[config.mk]
export PLATFORM = sky130hd
export DESIGN_NAME = ufc_top
export DESIGN_NICKNAME = d
export VERILOG_FILES = /design/src/common/ufc_pkg.sv /design/src/rtl/ufc_sync.sv /design/src/rtl/ufc_rts_ctl.sv /design/src/rtl/ufc_top.sv
export SDC_FILE = /design/constraint.sdc
export NUM_CORES = 1
export LEC_CHECK = 0
export BUFFER_PORTS_ARGS = -buffer_cell sky130_fd_sc_hd__clkbuf_2
export CAP_MARGIN = 20
export CORE_ASPECT_RATIO = 1.1
export CORE_UTILIZATION = 59
export CTS_BUF_LIST = sky130_fd_sc_hd__clkbuf_8
export CTS_CLUSTER_DIAMETER = 100
export DETAILED_ROUTE_END_ITERATION = 8
export PLACE_DENSITY_LB_ADDON = 0.1
export SLEW_MARGIN = 5
export SYNTH_ARGS = -nofsm -noshare
export SYNTH_HDL_FRONTEND = slang
export SYNTH_SLANG_ARGS = --single-unit
[constraint.sdc]
create_clock -name pclk -period 3.05 [get_ports pclk]
set_clock_uncertainty 0.15 [all_clocks]
set_input_delay 0.4575 -clock pclk [delete_from_list [all_inputs] [get_ports pclk]]
set_output_delay 0.4575 -clock pclk [all_outputs]
set_load 0.01 [all_outputs]
[src/common/ufc_pkg.sv]
/*
 Shared constants and carrier types of the UART flow-control block.
 Assumes byte-wide registers, each on one aligned APB word.
*/
package ufc_pkg;
    localparam int FILL_W = 5;
    localparam int EV_W = 5;
    // Byte addresses of the register words
    localparam logic [7:0] A_IER = 8'h00;
    localparam logic [7:0] A_FCR = 8'h04;
    localparam logic [7:0] A_ISR = 8'h08;
    localparam logic [7:0] A_LCR = 8'h0C;
    localparam logic [7:0] A_MCR = 8'h10;
    localparam logic [7:0] A_LSR = 8'h14;
    localparam logic [7:0] A_MSR = 8'h18;
    localparam logic [7:0] A_SPR = 8'h1C;
    localparam logic [7:0] A_ENHANCED_MODE_SELECT = 8'h20;
    localparam logic [7:0] A_FEATURE_CONTROL_REG = 8'h24;
    localparam logic [7:0] A_EFR = 8'h28;
    localparam logic [7:0] A_RESUME_CHAR_ONE = 8'h2C;
    localparam logic [7:0] A_RESUME_CHAR_TWO = 8'h30;
    localparam logic [7:0] A_PAUSE_CHAR_ONE = 8'h34;
    localparam logic [7:0] A_PAUSE_CHAR_TWO = 8'h38;
    localparam logic [7:0] A_DLL = 8'h3C;
    localparam logic [7:0] A_DLM = 8'h40;
    localparam logic [7:0] A_DLD = 8'h44;
    localparam logic [7:0] A_EVT = 8'h48;
    localparam logic [7:0] A_MASK = 8'h4C;
    // Reset values
    localparam logic [7:0] RST_ZERO = 8'h00;
    localparam logic [7:0] RST_ISR = 8'h01;
    localparam logic [7:0] RST_LSR = 8'h60;
    localparam logic [7:0] RST_SPR = 8'hFF;
    localparam logic [7:0] RST_DLL = 8'h01;
    localparam logic [7:0] RST_DLM = 8'h00;
    localparam logic [3:0] RST_NIB = 4'h0;
    // Field positions
    localparam int EFR_AUTO_RTS = 6;
    localparam int EFR_AUTO_CTS = 7;
    localparam int MCR_DTR = 0;
    localparam int MCR_RTS = 1;
    localparam int MCR_OUT2 = 3;
    localparam int ENHANCED_MODE_SELECT_MDROP = 0;
    localparam int EV_RXTRIG = 0;
    localparam int EV_RTS = 1;
    localparam int EV_CTS = 2;
    localparam int EV_ADDR = 3;
    localparam int EV_MODEM = 4;

    typedef struct packed {
        logic bus16;
        logic pwr_save;
        logic cd_n;
        logic ri_n;
        logic dsr_n;
        logic cts_n;
    } ufc_pins_t;

    typedef struct packed {
        logic stop;
    } ufc_rts_st_t;

    typedef struct packed {
        logic [7:0] dll;
        logic [7:0] divisor_high_byte;
    } ufc_div_t;

    typedef struct packed {
        logic pready;
        logic pslverr;
        logic [31:0] prdata;
        logic [7:0] interrupt_enable_reg, fifo_control_reg, interrupt_status, line_control_reg, modem_control_reg, line_status_reg, scratchpad_reg, enhanced_mode_select, feature_control_reg, enhanced_feature_control, divisor_fraction;
        logic [7:0] resume_char_one, resume_char_two, pause_char_one, pause_char_two;
        logic [3:0] msr_lo, msr_wr, modem_q;
        logic [EV_W-1:0] evt, mask;
        logic trig_q, stop_q, pause_q;
        logic rts_n, dtr_n, tx_out, tx_pause, addr_match, intr, intr_oe, irq_n;
    } ufc_state_t;
endpackage : ufc_pkg

[src/rtl/ufc_sync.sv]
/*
 Two-flop synchroniser for a group of pin levels.
 Assumes the inputs are asynchronous levels; first stage feeds only the second.
*/
`timescale 1ns/1ns
module ufc_sync #(
    parameter int W = 6
) (
    input wire logic clk,
    input wire logic rst_n,
    input wire logic [W-1:0] d,
    output logic [W-1:0] q
);
    logic [W-1:0] meta;

    always_ff @(posedge clk or negedge rst_n) begin
        if (!rst_n) begin
            meta <= '1;
            q <= '1;
        end else begin
            meta <= d;
            q <= meta;
        end
    end
endmodule : ufc_sync

[src/rtl/ufc_rts_ctl.sv]
/*
 Hysteresis tracker of the receive FIFO fill for automatic request-to-send.
 Assumes fill and thresholds come from logic on the same clock, lower <= upper.
*/
`timescale 1ns/1ns
module ufc_rts_ctl
    import ufc_pkg::*;
(
    input wire logic clk,
    input wire logic rst_n,
    input wire logic auto_en,
    input wire logic sw_assert,
    input wire logic [FILL_W-1:0] fill,
    input wire logic [FILL_W-1:0] upper,
    input wire logic [FILL_W-1:0] lower,
    output logic next_rts_n,
    output logic next_stop
);
    ufc_rts_st_t s;
    ufc_rts_st_t next_s;

    always_comb begin
        next_s = s;
        if (fill >= upper) begin
            next_s.stop = 1'b1;
        end else if (fill < lower) begin
            next_s.stop = 1'b0;
        end
        next_stop = auto_en & next_s.stop;
        // Pin stays high until software asserts it; auto mode only adds a stop
        next_rts_n = ~sw_assert | next_stop;
    end

    always_ff @(posedge clk or negedge rst_n) begin
        if (!rst_n) begin
            s <= '0;
        end else begin
            s <= next_s;
        end
    end
endmodule : ufc_rts_ctl

[src/rtl/ufc_top.sv]
/*
 Flow-control, reset and register block of an enhanced UART, APB slave.
 Assumes receive fill, thresholds and received characters come from
 logic on pclk; modem, power-save and bus-mode pins are asynchronous.
*/
// The register addresses and the APB slave port were chosen for this implementation.
`timescale 1ns/1ns
// Notes on behaviour
// - Auto request-to-send is off after reset and on only while feature bit 6 is one.
// - With auto request-to-send on, reaching the receive trigger raises an interrupt.
// - With auto request-to-send on, reaching the upper level drives the pin high.
// - The pin returns low once the fill drops below the lower level.
// - Without hardware flow control the pin follows its software bit only.
// - Auto clear-to-send is off after reset and on only while feature bit 7 is set.
// - With auto clear-to-send on, transmission pauses while the input is one.
// - Four read-write byte registers hold two resume and two pause characters.
// - In multidrop mode the second pause character is the station address.
// - Divisor bytes take 0x00 and 0x01 only at power-up, not at pin reset.
// - Reset clears the modem status low nibble and its writable upper nibble.
// - In power-save the bus address, data and strobes are ignored.
module ufc_top
    import ufc_pkg::*;
(
    input wire logic pclk,
    input wire logic presetn,
    input wire logic por_n,
    input wire logic psel,
    input wire logic penable,
    input wire logic pwrite,
    input wire logic [7:0] paddr,
    input wire logic [31:0] pwdata,
    output logic pready,
    output logic pslverr,
    output logic [31:0] prdata,
    input wire logic cts_n,
    input wire logic dsr_n,
    input wire logic ri_n,
    input wire logic cd_n,
    input wire logic pwr_save,
    input wire logic bus_mode16,
    input wire logic [FILL_W-1:0] rx_fill,
    input wire logic [FILL_W-1:0] rx_trig,
    input wire logic [FILL_W-1:0] rts_upper,
    input wire logic [FILL_W-1:0] rts_lower,
    input wire logic rx_char_valid,
    input wire logic rx_char_addr,
    input wire logic [7:0] rx_char,
    input wire logic tx_serial,
    input wire logic tx_empty,
    output logic tx_out,
    output logic tx_pause,
    output logic rts_n,
    output logic dtr_n,
    output logic addr_match,
    output logic intr,
    output logic intr_oe,
    output logic irq_n,
    output logic [15:0] divisor
);
    ufc_state_t s;
    ufc_state_t next_s;
    ufc_div_t dv;
    ufc_div_t next_dv;
    ufc_pins_t pin_s;
    logic next_rts_n;
    logic next_stop;
    logic sel_on;
    logic setup;
    logic done;
    logic [3:0] modem_now;
    logic [EV_W-1:0] ev_in;
    logic [7:0] rdv;
    logic hit;

    ufc_sync #(.W(6)) u_sync (
        .clk(pclk),
        .rst_n(presetn),
        // Power-save travels inverted so the reset value of the chain reads as awake
        .d({bus_mode16, ~pwr_save, cd_n, ri_n, dsr_n, cts_n}),
        .q(pin_s)
    );

    ufc_rts_ctl u_rts (
        .clk(pclk),
        .rst_n(presetn),
        .auto_en(s.enhanced_feature_control[EFR_AUTO_RTS]),
        .sw_assert(s.modem_control_reg[MCR_RTS]),
        .fill(rx_fill),
        .upper(rts_upper),
        .lower(rts_lower),
        .next_rts_n(next_rts_n),
        .next_stop(next_stop)
    );

    // Bus strobes are gated off while power-save holds
    assign sel_on = psel & pin_s.pwr_save;
    assign setup = sel_on & ~penable;
    assign done = sel_on & penable & s.pready;
    // Active-high modem levels: carrier, ring, data-set-ready, clear-to-send
    assign modem_now = ~{pin_s.cd_n, pin_s.ri_n, pin_s.dsr_n, pin_s.cts_n};

    always_comb begin
        hit = 1'b1;
        unique case (paddr)
            A_IER: rdv = s.interrupt_enable_reg;
            A_FCR: rdv = s.fifo_control_reg;
            A_ISR: rdv = s.interrupt_status;
            A_LCR: rdv = s.line_control_reg;
            A_MCR: rdv = s.modem_control_reg;
            A_LSR: rdv = s.line_status_reg;
            A_MSR: rdv = {modem_now, s.msr_lo};
            A_SPR: rdv = s.scratchpad_reg;
            A_ENHANCED_MODE_SELECT: rdv = s.enhanced_mode_select;
            A_FEATURE_CONTROL_REG: rdv = s.feature_control_reg;
            A_EFR: rdv = s.enhanced_feature_control;
            A_RESUME_CHAR_ONE: rdv = s.resume_char_one;
            A_RESUME_CHAR_TWO: rdv = s.resume_char_two;
            A_PAUSE_CHAR_ONE: rdv = s.pause_char_one;
            A_PAUSE_CHAR_TWO: rdv = s.pause_char_two;
            A_DLL: rdv = dv.dll;
            A_DLM: rdv = dv.divisor_high_byte;
            A_DLD: rdv = s.divisor_fraction;
            A_EVT: rdv = {3'h0, s.evt};
            A_MASK: rdv = {3'h0, s.mask};
            default: begin
                rdv = 8'h00;
                hit = 1'b0;
            end
        endcase
    end

    always_comb begin
        next_s = s;
        next_dv = dv;
        ev_in = '0;

        // APB: answer in the access cycle that follows each setup
        next_s.pready = setup;
        if (setup) begin
            next_s.prdata = {24'h00_0000, rdv};
            next_s.pslverr = ~hit;
        end else if (done) begin
            next_s.prdata = 32'h0000_0000;
            next_s.pslverr = 1'b0;
        end

        if (done && pwrite && !s.pslverr) begin
            unique case (paddr)
                A_IER: next_s.interrupt_enable_reg = pwdata[7:0];
                A_FCR: next_s.fifo_control_reg = pwdata[7:0];
                A_LCR: next_s.line_control_reg = pwdata[7:0];
                A_MCR: next_s.modem_control_reg = pwdata[7:0];
                A_MSR: next_s.msr_wr = pwdata[7:4];
                A_SPR: next_s.scratchpad_reg = pwdata[7:0];
                A_ENHANCED_MODE_SELECT: next_s.enhanced_mode_select = pwdata[7:0];
                A_FEATURE_CONTROL_REG: next_s.feature_control_reg = pwdata[7:0];
                A_EFR: next_s.enhanced_feature_control = pwdata[7:0];
                A_RESUME_CHAR_ONE: next_s.resume_char_one = pwdata[7:0];
                A_RESUME_CHAR_TWO: next_s.resume_char_two = pwdata[7:0];
                A_PAUSE_CHAR_ONE: next_s.pause_char_one = pwdata[7:0];
                A_PAUSE_CHAR_TWO: next_s.pause_char_two = pwdata[7:0];
                A_DLL: next_dv.dll = pwdata[7:0];
                A_DLM: next_dv.divisor_high_byte = pwdata[7:0];
                A_DLD: next_s.divisor_fraction = pwdata[7:0];
                A_MASK: next_s.mask = pwdata[EV_W-1:0];
                default: next_s.interrupt_status = s.interrupt_status;
            endcase
        end

        // Modem deltas: ring counts its trailing edge
        next_s.modem_q = modem_now;
        if (done && !pwrite && paddr == A_MSR) begin
            next_s.msr_lo = s.prdata[3:0] ^ s.msr_lo;
        end
        next_s.msr_lo[0] = next_s.msr_lo[0] | (modem_now[0] ^ s.modem_q[0]);
        next_s.msr_lo[1] = next_s.msr_lo[1] | (modem_now[1] ^ s.modem_q[1]);
        next_s.msr_lo[2] = next_s.msr_lo[2] | (s.modem_q[2] & ~modem_now[2]);
        next_s.msr_lo[3] = next_s.msr_lo[3] | (modem_now[3] ^ s.modem_q[3]);

        // Receive trigger event under auto request-to-send
        next_s.trig_q = s.enhanced_feature_control[EFR_AUTO_RTS] & (rx_fill >= rx_trig);
        ev_in[EV_RXTRIG] = next_s.trig_q & ~s.trig_q;
        next_s.rts_n = next_rts_n;
        next_s.stop_q = next_stop;
        ev_in[EV_RTS] = next_stop & ~s.stop_q;

        // Transmit pause while clear-to-send is inactive
        next_s.tx_pause = s.enhanced_feature_control[EFR_AUTO_CTS] & pin_s.cts_n;
        next_s.pause_q = next_s.tx_pause;
        ev_in[EV_CTS] = next_s.tx_pause & ~s.pause_q;

        // Station address compare in multidrop mode
        next_s.addr_match = s.enhanced_mode_select[ENHANCED_MODE_SELECT_MDROP] & rx_char_valid & rx_char_addr
            & (rx_char == s.pause_char_two);
        ev_in[EV_ADDR] = next_s.addr_match;
        ev_in[EV_MODEM] = |(modem_now ^ s.modem_q);

        // Sticky events: read clears the returned bits, a new event wins
        if (done && !pwrite && paddr == A_EVT) begin
            next_s.evt = s.evt & ~s.prdata[EV_W-1:0];
        end
        next_s.evt = next_s.evt | ev_in;

        next_s.interrupt_status = {7'h00, ~|(s.evt & s.mask)};
        next_s.line_status_reg = {1'b0, tx_empty, tx_empty, 4'h0, |rx_fill};
        next_s.dtr_n = ~s.modem_control_reg[MCR_DTR];
        next_s.tx_out = tx_serial;
        next_s.intr = |(next_s.evt & next_s.mask);
        next_s.intr_oe = pin_s.bus16 & s.modem_control_reg[MCR_OUT2];
        next_s.irq_n = pin_s.bus16 | ~next_s.intr;
    end

    always_ff @(posedge pclk or negedge presetn) begin
        if (!presetn) begin
            s <= '{
                pready: 1'b0, pslverr: 1'b0, prdata: 32'h0000_0000,
                interrupt_enable_reg: RST_ZERO, fifo_control_reg: RST_ZERO, interrupt_status: RST_ISR, line_control_reg: RST_ZERO,
                modem_control_reg: RST_ZERO, line_status_reg: RST_LSR, scratchpad_reg: RST_SPR, enhanced_mode_select: RST_ZERO,
                feature_control_reg: RST_ZERO, enhanced_feature_control: RST_ZERO, divisor_fraction: RST_ZERO, resume_char_one: RST_ZERO,
                resume_char_two: RST_ZERO, pause_char_one: RST_ZERO, pause_char_two: RST_ZERO,
                msr_lo: RST_NIB, msr_wr: RST_NIB, modem_q: RST_NIB,
                evt: '0, mask: '0, trig_q: 1'b0, stop_q: 1'b0, pause_q: 1'b0,
                rts_n: 1'b1, dtr_n: 1'b1, tx_out: 1'b1, tx_pause: 1'b0,
                addr_match: 1'b0, intr: 1'b0, intr_oe: 1'b0, irq_n: 1'b1
            };
        end else begin
            s <= next_s;
        end
    end

    // Divisor bytes survive the reset pin, only power-up loads them
    always_ff @(posedge pclk or negedge por_n) begin
        if (!por_n) begin
            dv <= '{dll: RST_DLL, divisor_high_byte: RST_DLM};
        end else begin
            dv <= next_dv;
        end
    end

    assign pready = s.pready;
    assign pslverr = s.pslverr;
    assign prdata = s.prdata;
    assign tx_out = s.tx_out;
    assign tx_pause = s.tx_pause;
    assign rts_n = s.rts_n;
    assign dtr_n = s.dtr_n;
    assign addr_match = s.addr_match;
    assign intr = s.intr;
    assign intr_oe = s.intr_oe;
    assign irq_n = s.irq_n;
    assign divisor = {dv.divisor_high_byte, dv.dll};
endmodule : ufc_top

Yosys cells after proc, flatten, opt, wreduce, memory -nomap -nowiden. Index checks and enable logic that the tools add are counted.

Bits in registers: 198. Input bits: 84. Word-level logic and storage cells: 142.

Bitwise operators: 42. Multiplexer cells: 10. Equality and inequality tests: 20. Reductions and logical operators: 30. $lt $le $gt $ge: 3.

Operator list (count): $pmux W8 S20 (1); $mux W33 (2); $eq A8 B6 Y1 const B (8); $eq A8 B5 Y1 const B (4); $eq A8 B7 Y1 const B (4); $reduce_and A2 Y1 (15); $reduce_or A20 Y1 (1); $eq A8 B4 Y1 const B (2); $and A1 B1 Y1 (15); $and A5 B5 Y5 (3); $mux W5 (3); $reduce_or A5 Y1 (3); $ge A5 B5 Y1 (2); $not A1 Y1 (10); $eq A8 B3 Y1 const B (1); $eq A8 B8 Y1 (1); $logic_not A8 Y1 (1); $xor A4 B4 Y4 (2); $or A1 B1 Y1 (6); $logic_and A1 B1 Y1 (5); $lt A5 B5 Y1 (1); $not A5 Y5 (1); $or A5 B5 Y5 (1); $mux W4 (1); other kinds (6) (12).

Depth between registers and ports, before layout.
Depth in word-level cells: 11. Depth in mapped cells: 9. Depth with buffers taken out: 8.

Cells and area by module. Synthesis repeated with hierarchy kept, for this count alone.

Cell total of the unflattened synthesis: 727. Area total of the unflattened synthesis: 8659.6 um^2.

By module, submodules not included: ufc_top (instances 1, area each 8069.0 um^2, cells an instance 682); ufc_sync (instances 1, area each 315.3 um^2, cells an instance 12); ufc_rts_ctl (instances 1, area each 275.3 um^2, cells an instance 33).

Worst setup path before layout. Ideal clock, no wire load.

Path kind: in2reg. Start: input paddr[4]. End: register s (netlist bit intr). Data arrival time: 2727 ps. Buffers on the path: 2. Library setup time: 131 ps. Slack: 42 ps. Stages on the path: 8. Path through: clkbuf_2 > or4b_4 > buf_6 > nor4_4 > mux2_2 > o21a_1 > a221o_1 > or3_1.

RTL lines: from (decl) (RTL line ufc_top.sv:30) `input wire logic [7:0] paddr,`; to (signal assigned) (RTL line ufc_top.sv:215) `s <= '{`; to (signal assigned) (RTL line ufc_top.sv:227) `s <= next_s;`; to (decl) (RTL line ufc_top.sv:60) `ufc_state_t s;`.

Worst setup path after layout.
Start: register u_sync.q[4]. End: register dv (netlist bit divisor[5]).

Word-level cells in the longest chain between the ends: 6.

Ends and longest elaborated chain: from (decl) (RTL line ufc_sync.sv:12) `output logic [W-1:0] q`; from (signal assigned) (RTL line ufc_sync.sv:22) `q <= meta;`; $and A1 B1 Y1 (RTL line ufc_top.sv:96) `assign sel_on = psel & pin_s.pwr_save;`; $and A1 B1 Y1 (2 in a row) (RTL line ufc_top.sv:98) `assign done = sel_on & penable & s.pready;`; $logic_and A1 B1 Y1 (2 in a row) (RTL line ufc_top.sv:147) `if (done && pwrite && !s.pslverr) begin`; $reduce_and A2 Y1 (no line); to (signal assigned) (RTL line ufc_top.sv:234) `dv <= '{dll: RST_DLL, divisor_high_byte: RST_DLM};`; to (signal assigned) (RTL line ufc_top.sv:236) `dv <= next_dv;`; to (decl) (RTL line ufc_top.sv:62) `ufc_div_t dv;`.

Every way passes these cells. A chain may end at the register's enable or synchronous reset.

==> qor.yml <==
sta:
  fin_crit_ns: 2.73
  tightest_slew_ns: 1.11
  tns_ns: 0
  rsz0062_at_grt: "false"
  maxSlewViolCount: 0
  hold_viol: 0
  fmax_mhz: 366
  layout_worst_path_cycle_share: 0.896
  setup_viol: 0
  slew_headroom: 0.261
setup_path:
  crit_type: "flip-flop to flip-flop"
  worstPathArrival_ns: 2.93
  worstPathMaxFanout: 4
  crit_path_start_kind: "flip-flop"
  required_ns: 3.25
  crit_path_end_kind: "flip-flop"
  rrSetupSlack_ns: 0.32
layout:
  fillers: 1085
  area_growth_pct: 14.8
  post-route-util: 0.701
  fin_cells: 1036
  final_layout_size_suffix_gt1_frac: 0.408
  num-nets-final: 934
  diodes: 0
  fin_area_um2: 9780
placement:
  place_inst: 994
  place_congestion: 0.962
  portBuffers: 93
  place_area_um2: 9270
  dpl.hpwl_um: 17600
die:
  die_w_um: 117
  start_util: 0.610
  num_rows: 45
  io_pins: 142
  die_h_um: 128
  core_um2: 14000
  dieArea_um2: 14900
synth:
  syn_avg_cell_area_um2: 12.0
  seq_area_frac_synth: 0.515
  synth-async-reset-ratio: 1.00
  synth_seq_cells: 174
  synthFlopType: "dfrtp_1"
  synth_area_um2: 8520
  yosys_warnings: 0
  ys_types: 65
  synth_edf_count: 0
  syn_inst: 713
drt:
  vias_per_cell: 6.11
  firstDrtPassIters: 5
  via_count: 6327
  finalWirelength_um: 23900
  drt_iter0_drc: 551
  route.top_layer_used: "met4"
  wl_met1_um: 9990
  route.detailed.drc: 0
  ant_nets: 0
  drt-wirelength-per-cell_um: 23.1
  dr_wl_met3_um: 1660
  wl_met2_um: 11300
global_routing:
  grt_use_total: 0.346
  grt_pass1_wl_um: 37000
  grt_max_degree: 68
  grt_overflow: 0
  antenna_found_initial: 0
  grt_pass1_vias: 6447
pwr:
  p_seq_frac: 0.538
  power_switching_uw: 1120
  power.density_nw_per_um2: 446
  p_leak_uw: 0.00471
  switching_share: 0.256
  ir_worst_vdd_uv: 345
  clkPwrFrac: 0.378
  p_int_uw: 3250
  power.total_uw: 4360
  power_frac_comb: 0.083
cts:
  htree_levels: 4
  cts_root_buffer: "clkbuf_8"
  cts_tree: "done"
  numCtsBuffers: 17
  insertion_delay_ns: 0.46
  clock_sinks: 174
  cts.path.max_buffers: 2
  cts.reportedPaths.clkPinSlew_ns: 0.09
  cts-resized-gates: 0
flow_run:
  drv_cap: 0
outcome:
  status: "complete, no violations"
hold_path:
  hold_path_class: "primary input to flip-flop"
[per-layer routing]
metal | global-route usage | vias up
li1 | - | 2770
met2 | 0.539 | 292
met1 | 0.465 | 3195
met5 | 0 | -
met3 | 0.0723 | 70
met4 | 0.161 | 0
[layout by cell type, fill, tap and decap left out, types with 9 or more instances in the layout]
cell type / Yosys / routed
o22ai_1: 9 / 9
mux2_2: 129 / 129
dfrtp_1: 147 / 147
a22oi_1: 26 / 26
inv_1: 29 / 29
nand3_1: 9 / 9
a22o_1: 11 / 11
dlygate4sd3_1: 0 / 10
nand2_1: 42 / 42
dfstp_2: 27 / 27
clkbuf_2: 1 / 92
mux2i_1: 18 / 18
clkbuf_8: 0 / 19
buf_4: 32 / 43
nor2_1: 29 / 29
nor3_1: 9 / 9
ha_1: 15 / 15
conb_1: 1 / 24
o21ai_0: 20 / 20
[logic make-up after synthesis]
| kind of cell | after synthesis | share of synthesized area |
|---|---|---|
| buf+inv | 96 | 0.0584 |
| mux | 148 | 0.194 |
| other cells | 1 | 0.000440 |
| compound gates | 122 | 0.104 |
| xor+xnor | 15 | 0.0154 |
| fa+ha+maj | 15 | 0.0220 |
| flops | 174 | 0.515 |
| simple gates | 142 | 0.0903 |
[power by group through the flow]
stage / Combinational [uW] / Clock (uW) / Sequential, uW
floorplan: 181 / 0 / 2390
global placement: 339 / 0 / 2390
detailed placement: 349 / 0 / 2390
CTS: 360 / 1680 / 2350
global route: 398 / 1770 / 2350
finish: 364 / 1650 / 2350
[registers in the layout, summed over array words and instances, names as in the netlist]
register and cells:
addr_match 1, divisor 16, dtr_n 1, intr 1
intr_oe 1, irq_n 1, prdata 8, pready 1
pslverr 1, rts_n 1, s 127, tx_out 1
tx_pause 1, u_rts.s 1, u_sync.meta 6, u_sync.q 6
[synth_stat cells (3+ instances only)]
| library cell | number | area (um^2) |
|---|---|---|
| dfrtp_1 | 147 | 3680 |
| mux2_2 | 129 | 1450 |
| nand2_1 | 42 | 158 |
| buf_4 | 32 | 240 |
| inv_1 | 29 | 109 |
| nor2_1 | 29 | 109 |
| dfstp_2 | 27 | 709 |
| a22oi_1 | 26 | 195 |
| clkbuf_1 | 26 | 97.6 |
| o21ai_0 | 20 | 100 |
| mux2i_1 | 18 | 180 |
| ha_1 | 15 | 188 |
| a22o_1 | 11 | 96.3 |
| nand3_1 | 9 | 45.0 |
| nor3_1 | 9 | 45.0 |
| o22ai_1 | 9 | 56.3 |
| a21oi_1 | 8 | 40.0 |
| xnor2_1 | 8 | 70.1 |
| xor2_1 | 7 | 61.3 |
| a32oi_1 | 6 | 52.6 |
| and2_1 | 6 | 37.5 |
| nand2b_1 | 6 | 37.5 |
| or2_2 | 6 | 37.5 |
| a211oi_1 | 5 | 37.5 |
| a21o_1 | 5 | 37.5 |
| buf_1 | 5 | 18.8 |
| nand4_1 | 5 | 31.3 |
| a222oi_1 | 4 | 40.0 |
| a31oi_1 | 4 | 25.0 |
| nor2_2 | 4 | 25.0 |
| nor2b_1 | 4 | 25.0 |
| nor4_1 | 4 | 25.0 |
| o2bb2ai_1 | 4 | 35.0 |
| nor3b_1 | 3 | 22.5 |
[worst paths after layout]
check / startpoint / end / cells after the start
max: u_sync.q[4] / divisor[5] / 7
min: penable / pready / 2
max reg2reg: u_sync.q[4] / divisor[5] / 7
min reg2reg: u_sync.meta[1] / u_sync.q[1] / 0
max in group asynchronous: presetn / s[110] / 3
min in group asynchronous: por_n / divisor[8] / 2
[final cells by class]
type	count	area, um^2	area share
clock inverter	13	150	0.0153
timing repair buffer	147	915	0.0935
multi-input combinational	466	3720	0.381
sequential	174	4390	0.449
clock buffer	19	262	0.0267
tap	188	235	0.0240
inverter	29	109	0.0111
[critical path, cell delays in order, from the launching register on]
cell and delay [ns]:
dfstp_2 0.54, nand4_1 0.21, buf_4 0.24, nor2_1 0.20, nand2_1 0.16, nor2_1 0.53, buf_4 0.25, mux2_2 0.34
[repair_timing]
| item | CTS | global route |
|---|---|---|
| hold endpoints to repair | 77 | 0 |
| setup buffers | 0 | 0 |
| hold buffers | 10 | 0 |
[through the flow]
step	hold WS (ns)	setup slack, ns
finish	0.0760	0.318
floorplan	0.0119	0.0418
detailed placement	0.197	0.0139
global placement	0.196	0.0601
CTS	0.0366	0.419
global route	0.0553	0.307
(Power assumes the default switching activity.)
